==> src/design/lcsr_pkg.sv <==
package lcsr_pkg;
    // ------------------------------------------------------------
    // Register map
    // ------------------------------------------------------------
    localparam logic [7:0] LCSR_CH2_HIGH_OFS = 8'h05;
    localparam logic [7:0] LCSR_CH2_LOW_OFS = 8'h06;
    localparam logic [7:0] LCSR_CH3_HIGH_OFS = 8'h07;
    localparam logic [7:0] LCSR_CH3_LOW_OFS = 8'h08;
    localparam logic [7:0] LCSR_SWITCH_OFS = 8'h09;
    localparam logic [7:0] LCSR_DIRECT_OFS = 8'h11;
    localparam logic [7:0] LCSR_RESET_VAL = 8'h00;
    localparam logic [7:0] LCSR_UNMAPPED_VAL = 8'h00;
    // ------------------------------------------------------------
    // Field positions
    // ------------------------------------------------------------
    localparam int LCSR_CH3_SW_BIT = 7;
    localparam int LCSR_CH2_SW_BIT = 6;
    localparam int LCSR_CH1_SW_BIT = 5;
    localparam int LCSR_TRIM_MSB = 4;
    localparam int LCSR_DIRECT_EN_BIT = 0;
    localparam int LCSR_CODE_W = 10;
    localparam int LCSR_TRIM_W = 5;
    // ------------------------------------------------------------
    // Analog scale, in microamps and millivolts
    // ------------------------------------------------------------
    localparam logic [11:0] LCSR_STEP_UA = 12'h9A6;
    localparam logic [11:0] LCSR_UVLO_MIN_MV = 12'h942;
    localparam logic [11:0] LCSR_UVLO_STEP_MV = 12'h046;
endpackage : lcsr_pkg

==> src/design/lcsr_scale.sv <==
`timescale 1ns/1ps
`default_nettype none
// ------------------------------------------------------------
// Linear code to analog-target scaler
// ------------------------------------------------------------
module lcsr_scale
(
    input wire logic clk,
    input wire logic rst_n,
    input wire logic [9:0] code,
    input wire logic [11:0] step,
    input wire logic [11:0] base,
    output logic [21:0] value
);
    import lcsr_pkg::*;
    // Registered product keeps the top outputs flop-driven
    always_ff @(posedge clk or negedge rst_n)
    begin
        if (!rst_n)
            value <= 22'h000000;
        else
            value <= 22'({12'h000, code} * {10'h000, step}) + 22'(base);
    end
endmodule : lcsr_scale
`default_nettype wire

==> src/design/lcsr_regs.sv <==
// Decided for this implementation: the address-and-strobe port.
`timescale 1ns/1ps
`default_nettype none
// ------------------------------------------------------------
// LED channel current and switch control register slice
// ------------------------------------------------------------
module lcsr_regs
(
    input wire logic clk,
    input wire logic rst_n,
    input wire logic [7:0] addr,
    input wire logic [7:0] wdata,
    input wire logic wr,
    input wire logic rd,
    output logic [7:0] rdata,
    output logic [9:0] ch3_current_code,
    output logic [9:0] ch2_current_code,
    output logic ch3_switch,
    output logic ch2_switch,
    output logic ch1_switch,
    output logic direct_mode,
    output logic [4:0] lockout_threshold_trim,
    output logic [21:0] ch3_current_ua,
    output logic [21:0] ch2_current_ua,
    output logic [21:0] lockout_threshold_mv
);
    import lcsr_pkg::*;

    // Bit positions in the decoded offset select
    localparam int SEL_CH3_HIGH = 0;
    localparam int SEL_CH3_LOW = 1;
    localparam int SEL_CH2_HIGH = 2;
    localparam int SEL_CH2_LOW = 3;
    localparam int SEL_SWITCH = 4;
    localparam int SEL_DIRECT = 5;

    logic [7:0] ch3_current_high;
    logic [7:0] ch3_current_low;
    logic [7:0] ch2_high;
    logic [7:0] ch2_low;
    logic [7:0] switch_direct_and_lockout_trim;
    logic [7:0] direct_ctrl;
    logic [7:0] next_rdata;
    logic [5:0] wr_sel;
    logic [5:0] rd_sel;
    logic [2:0] switch_req;
    logic [2:0] switch_out;

    // ------------------------------------------------------------
    // Offset decode
    // ------------------------------------------------------------
    // One decoder for both paths, so writes and reads never disagree
    function automatic logic [5:0] decode_offset(input logic [7:0] offset);
        logic [5:0] sel;
        sel = 6'h00;
        case (offset)
            LCSR_CH3_HIGH_OFS: sel[SEL_CH3_HIGH] = 1'b1;
            LCSR_CH3_LOW_OFS: sel[SEL_CH3_LOW] = 1'b1;
            LCSR_CH2_HIGH_OFS: sel[SEL_CH2_HIGH] = 1'b1;
            LCSR_CH2_LOW_OFS: sel[SEL_CH2_LOW] = 1'b1;
            LCSR_SWITCH_OFS: sel[SEL_SWITCH] = 1'b1;
            LCSR_DIRECT_OFS: sel[SEL_DIRECT] = 1'b1;
            default: sel = 6'h00; // Unmapped offsets select nothing
        endcase
        return sel;
    endfunction : decode_offset

    // Write select gated by the strobe; read select gated at the data flop
    assign wr_sel = {6{wr}} & decode_offset(addr);
    assign rd_sel = decode_offset(addr);

    // ------------------------------------------------------------
    // Register writes, one process per byte
    // ------------------------------------------------------------
    // Full byte stored, so undefined bits read back what was written
    always_ff @(posedge clk or negedge rst_n)
    begin
        if (!rst_n)
            ch3_current_high <= LCSR_RESET_VAL;
        else if (wr_sel[SEL_CH3_HIGH])
            ch3_current_high <= wdata;
    end

    // Channel 3 low byte
    always_ff @(posedge clk or negedge rst_n)
    begin
        if (!rst_n)
            ch3_current_low <= LCSR_RESET_VAL;
        else if (wr_sel[SEL_CH3_LOW])
            ch3_current_low <= wdata;
    end

    // Channel 2 high byte, upper bits kept like channel 3
    always_ff @(posedge clk or negedge rst_n)
    begin
        if (!rst_n)
            ch2_high <= LCSR_RESET_VAL;
        else if (wr_sel[SEL_CH2_HIGH])
            ch2_high <= wdata;
    end

    // Channel 2 low byte
    always_ff @(posedge clk or negedge rst_n)
    begin
        if (!rst_n)
            ch2_low <= LCSR_RESET_VAL;
        else if (wr_sel[SEL_CH2_LOW])
            ch2_low <= wdata;
    end

    // Switch and trim byte, stored whatever the mode
    always_ff @(posedge clk or negedge rst_n)
    begin
        if (!rst_n)
            switch_direct_and_lockout_trim <= LCSR_RESET_VAL;
        else if (wr_sel[SEL_SWITCH])
            switch_direct_and_lockout_trim <= wdata;
    end

    // Direct mode byte, spare bits stored for read back
    always_ff @(posedge clk or negedge rst_n)
    begin
        if (!rst_n)
            direct_ctrl <= LCSR_RESET_VAL;
        else if (wr_sel[SEL_DIRECT])
            direct_ctrl <= wdata;
    end

    // ------------------------------------------------------------
    // Read mux, data one cycle after the strobe
    // ------------------------------------------------------------
    always_comb
    begin
        next_rdata = ({8{rd_sel[SEL_CH3_HIGH]}} & ch3_current_high)
            | ({8{rd_sel[SEL_CH3_LOW]}} & ch3_current_low)
            | ({8{rd_sel[SEL_CH2_HIGH]}} & ch2_high)
            | ({8{rd_sel[SEL_CH2_LOW]}} & ch2_low)
            | ({8{rd_sel[SEL_SWITCH]}} & switch_direct_and_lockout_trim)
            | ({8{rd_sel[SEL_DIRECT]}} & direct_ctrl)
            | ({8{rd_sel == 6'h00}} & LCSR_UNMAPPED_VAL);
    end

    // Read data held only for the cycle after the strobe
    always_ff @(posedge clk or negedge rst_n)
    begin
        if (!rst_n)
            rdata <= 8'h00;
        else if (rd)
            rdata <= next_rdata;
        else
            rdata <= 8'h00;
    end

    // ------------------------------------------------------------
    // Control outputs
    // ------------------------------------------------------------
    // Full 10-bit range passed through, no clamp
    always_ff @(posedge clk or negedge rst_n)
    begin
        if (!rst_n)
        begin
            ch3_current_code <= 10'h000;
            ch2_current_code <= 10'h000;
            lockout_threshold_trim <= 5'h00;
            direct_mode <= 1'b0;
        end
        else
        begin
            ch3_current_code <= {ch3_current_high[1:0], ch3_current_low};
            ch2_current_code <= {ch2_high[1:0], ch2_low};
            lockout_threshold_trim <= switch_direct_and_lockout_trim[LCSR_TRIM_MSB:0];
            direct_mode <= direct_ctrl[LCSR_DIRECT_EN_BIT];
        end
    end

    // Stored switch requests, index 0 for channel 1 up to 2 for channel 3
    assign switch_req = {switch_direct_and_lockout_trim[LCSR_CH3_SW_BIT],
        switch_direct_and_lockout_trim[LCSR_CH2_SW_BIT],
        switch_direct_and_lockout_trim[LCSR_CH1_SW_BIT]};

    // Switch bits gated by direct mode; stored value kept either way
    for (genvar i = 0; i < 3; i++)
    begin : g_switch
        always_ff @(posedge clk or negedge rst_n)
        begin
            if (!rst_n)
                switch_out[i] <= 1'b0;
            else
                switch_out[i] <= direct_ctrl[LCSR_DIRECT_EN_BIT]
                    & switch_req[i];
        end
    end

    // Ports taken straight from the gated flops
    assign ch1_switch = switch_out[0];
    assign ch2_switch = switch_out[1];
    assign ch3_switch = switch_out[2];

    // ------------------------------------------------------------
    // Analog targets, one clock behind the codes
    // ------------------------------------------------------------
    lcsr_scale u_ch3_scale
    (
        .clk(clk),
        .rst_n(rst_n),
        .code(ch3_current_code),
        .step(LCSR_STEP_UA),
        .base(12'h000),
        .value(ch3_current_ua)
    );

    lcsr_scale u_ch2_scale
    (
        .clk(clk),
        .rst_n(rst_n),
        .code(ch2_current_code),
        .step(LCSR_STEP_UA),
        .base(12'h000),
        .value(ch2_current_ua)
    );

    lcsr_scale u_uvlo_scale
    (
        .clk(clk),
        .rst_n(rst_n),
        .code({5'h00, lockout_threshold_trim}),
        .step(LCSR_UVLO_STEP_MV),
        .base(LCSR_UVLO_MIN_MV),
        .value(lockout_threshold_mv)
    );
endmodule : lcsr_regs
`default_nettype wire

==> config.mk <==
export PLATFORM = sky130hd
export DESIGN_NAME = lcsr_regs
export DESIGN_NICKNAME = d
export VERILOG_FILES = /design/src/design/lcsr_pkg.sv /design/src/design/lcsr_scale.sv /design/src/design/lcsr_regs.sv
export SDC_FILE = /design/constraint.sdc
export NUM_CORES = 1
export LEC_CHECK = 0
export BUFFER_PORTS_ARGS = -buffer_cell sky130_fd_sc_hd__buf_2
export CORE_MARGIN = 2
export CORE_UTILIZATION = 53
export DETAILED_ROUTE_END_ITERATION = 8
export GPL_TIMING_DRIVEN = 0
export PLACE_DENSITY = 0.87
export SYNTH_ARGS = -nofsm -noshare
export SYNTH_HDL_FRONTEND = slang
export SYNTH_SLANG_ARGS = --single-unit
==> constraint.sdc <==
create_clock -name clk -period 4.3 [get_ports clk]
set_clock_uncertainty 0.1 [all_clocks]
set_input_delay 0.43 -clock clk [delete_from_list [all_inputs] [get_ports clk]]
set_output_delay 0.43 -clock clk [all_outputs]
set_load 0.02 [all_outputs]
==> flow_metrics.env <==
export IMPL_vdd_drop_max_mv=0.3342
export IMPL_min_delay_start="wdata[5]"
export IMPL_max_stage_delay_ns=0.56
export IMPL_final_hold_violation_count=0
export IMPL_insertion_delay_ns=0.42
export IMPL_diodes=0
export IMPL_start_kind="register"
export IMPL_critPathSlowestCell="fa_2"
export IMPL_highest_signal_layer="met4"
export IMPL_coreArea_um2=17180
export IMPL_synth_cell_type_count=63
export IMPL_relSlewSlack=0.5581
export IMPL_root_buffer="clkbuf_16"
export IMPL_pwr_density_cell_nw_per_um2=332.6
export IMPL_grt_max_degree=71
export IMPL_num_rows=48
export IMPL_total_power_mw=3.720
export IMPL_syn2layout_area_growth_pct=20.76
export IMPL_power_leakage_nw=6.356
export IMPL_violations="negative setup slack"
export IMPL_remaining_drc_errors=0
export IMPL_worstPathArrival_ns=4.57
export IMPL_ys_warn_count=0
export IMPL_dr_pass1_iters=5
export IMPL_setup_viol=2
export IMPL_worstHoldPathType="in2reg"
export IMPL_syn_avg_cell_area_um2=11.70
export IMPL_holdPathStages=2
export IMPL_r2r_start="ch3_current_code[9]"
export IMPL_clock_sinks=139
export IMPL_drtIter0Drc=337
export IMPL_grt_pass1_wl_um=31490
export IMPL_tritoncts="yes"
export IMPL_ys_seq_area_frac=0.3755
export IMPL_post_route_cells_drive_above_1_share=0.3094
export IMPL_die_area_um2=18550
export IMPL_grt_overflow=0
export IMPL_critPathKind="reg2reg"
export IMPL_gp_congestion=0.9187
export IMPL_cp_max_fo=5
export IMPL_min_period_over_period=1.016
export IMPL_fill_cells=1271
export IMPL_fin_crit_ns=4.370
export IMPL_htreeDepth=4
export IMPL_wl_met2_um=9727
export IMPL_holdPathEnd="ch3_current_high[5]"
export IMPL_antenna_found_initial=0
export IMPL_crit_chain="ha_4 > fa_2 > fa_2 > inv_2 > fa_2 > fa_1 > ha_4 > and3_4 > a221o_1 > a31o_4 > a211oi_4 > o31ai_2 > xor2_1"
export IMPL_grt_pass1_vias=6522
export IMPL_start_util=0.5393
export IMPL_syn_inst=792
export IMPL_num_nets_final=1164
export IMPL_ys_ff_latch=139
export IMPL_drv_slew=0
export IMPL_reg2reg_slack_ns=-0.07
export IMPL_reg2reg_to="u_ch3_scale.value[21]"
export IMPL_synth_edff_count=0
export IMPL_die_y_um=136.2
export IMPL_final_common_cell="ha_1"
export IMPL_wl_per_cell_um=16.36
export IMPL_crit_required_ns=4.50
export IMPL_dr_wl_met3_um=1048
export IMPL_worst_slack_ns=-0.07021
export IMPL_reg2reg_depth=13
export IMPL_rsz0062_at_grt="true"
export IMPL_synth_main_ff_cell="dfrtp_1"
export IMPL_via_count=6374
export IMPL_io_buffers=106
export IMPL_max_freq_ghz=0.2288
export IMPL_maxCapViolations=0
export IMPL_utilization=0.6512
export IMPL_wl_met1_um=8231
export IMPL_grtUsageTotal=0.2186
export IMPL_cp_end_kind="register"
export IMPL_antenna_left=0
export IMPL_path_clk_slew_ns=0.06
export IMPL_outcome="complete, but fails checks"
export IMPL_cts_buffer_depth=2
export IMPL_worst_pin_slew_ns=0.6628
export IMPL_pin_count=123
export IMPL_cts_buffers=17
export IMPL_syn_cell_area_um2=9263
export IMPL_hpwl_um=14210
export IMPL_final_cell_mix="ha_1 (137), dfrtp_1 (124), buf_2 (108)"
export IMPL_viasPerCell=5.365
export IMPL_crit_path_frequent_cell="fa_2"
export IMPL_chipWidth_um=136.2
export IMPL_synthArstFlopShare=1.000
export IMPL_drt_wl_total_um=19430
area by class of cell:
cell class	instances	area (µm²)	share of cell area
clock inverter	10	142.6	0.01275
buffer	22	147.6	0.01320
multi-input combinational	552	5607	0.5012
inverter	90	337.8	0.03020
tap	225	281.5	0.02517
sequential	139	3497	0.3126
clock buffer	21	440.4	0.03937
timing repair buffer	129	732.0	0.06544
sequential cells by signal, summed over array words and instances, names as in the netlist:
name / flops
rdata: 8
ch3_current_high: 8
ch2_current_code: 10
ch2_low: 8
switch_direct_and_lockout_trim: 8
u_ch2_scale.value: 21
ch3_current_low: 8
ch3_switch: 1
u_ch3_scale.value: 21
direct_mode: 1
direct_ctrl: 8
ch3_current_code: 10
ch2_high: 8
u_uvlo_scale.value: 12
lockout_threshold_trim: 5
ch2_switch: 1
ch1_switch: 1
cell families after synthesis:
kind of cell / after synthesis / synth area share
and+or+nand+nor: 131 / 0.07754
DFF: 139 / 0.3755
AOI/OAI and AO/OA: 113 / 0.08186
buffers and inverters: 112 / 0.05241
adders and majority gates: 193 / 0.2939
xor gates and xnor gates: 46 / 0.04350
muxes: 57 / 0.07484
other: 1 / 0.0004049
report_power, final:
group          switching, mW  total (mW)  internal, mW  leakage (nW)
Combinational          0.464       0.790         0.326          4.21
Clock                  0.556        1.47         0.910         0.281
Sequential            0.0532        1.46          1.41          1.86
Total                   1.07        3.72          2.65          6.36
cell usage after synthesis, drive strengths merged, types with 3 or more instances:
cell type | number | area (µm²)
nor2b | 11 | 68.82
a21oi | 31 | 155.2
and3 | 5 | 31.28
nand2b | 8 | 50.05
nand3 | 12 | 65.06
a221oi | 3 | 32.53
nand2 | 35 | 141.4
dfrtp | 139 | 3478
buf | 17 | 127.6
o31ai | 4 | 30.03
clkbuf | 5 | 20.01
nor3 | 10 | 55.05
a31oi | 8 | 50.05
a211oi | 5 | 42.54
and2 | 5 | 31.28
nor4 | 3 | 18.77
a22o | 3 | 26.28
nand4 | 4 | 31.28
a22oi | 4 | 30.03
xnor2 | 30 | 262.8
ha | 152 | 1902
o21ai | 19 | 95.09
fa | 41 | 820.8
inv | 90 | 337.8
o21bai | 4 | 30.03
or2 | 7 | 43.80
mux2 | 50 | 623.1
nor2 | 26 | 105.1
xor2 | 16 | 140.1
mux2i | 7 | 70.07
o32ai | 3 | 26.28
a21o | 11 | 82.58
worst max path at each step:
stage / from / to / slack [ns] / depth (start not counted)
6_report: ch3_current_code[9] / u_ch3_scale.value[21] / -0.07 / 13
5_1_grt: ch3_current_code[8] / u_ch3_scale.value[21] / -0.14 / 14
4_1_cts: ch3_current_code[8] / u_ch3_scale.value[21] / -0.02 / 14
3_5_place_dp: ch2_current_code[8] / u_ch2_scale.value[21] / -0.33 / 14
3_3_place_gp: ch2_current_code[8] / u_ch2_scale.value[21] / -0.27 / 14
2_1_floorplan: ch3_current_code[8] / u_ch3_scale.value[21] / -0.05 / 14
worst max-delay path: cells and delay by family, from the launching register on:
family | cells | cell delay, ns
adders and majority gates | 6 | 2.43
AOI/OAI and AO/OA | 4 | 0.93
DFF | 1 | 0.46
and+or+nand+nor | 1 | 0.15
buffers and inverters | 1 | 0.04
xor gates and xnor gates | 1 | 0.15
what timing repair did:
item,in CTS,in global routing
buffers inserted,11,10
gates resized for setup,25,28
setup endpoints to repair,13,15
hold buffers,1,0
pin swaps,13,20
hold endpoints to repair,69,0
through the flow:
step | setup TNS, ns | setup slack [ns] | hold WS (ns) | instances | area (µm²)
2_1_floorplan | -0.05162 | -0.05162 | 0.03441 | 803 | 9340
3_3_place_gp | -0.8624 | -0.2666 | 0.2901 | 1134 | 10150
3_5_place_dp | -1.490 | -0.3318 | 0.2927 | 1135 | 10190
4_1_cts | -0.02172 | -0.02172 | 0.2299 | 1178 | 10970
5_1_grt | -0.4896 | -0.1367 | 0.2433 | 1188 | 11190
6_report | -0.09004 | -0.07021 | 0.2450 | 1188 | 11190
per-layer routing:
layer	global-route usage	vias up
met5	0	-
met3	0.04362	40
met1	0.2807	3088
met4	0.09086	0
li1	-	3048
met2	0.3618	198
(Power assumes the default switching activity.)
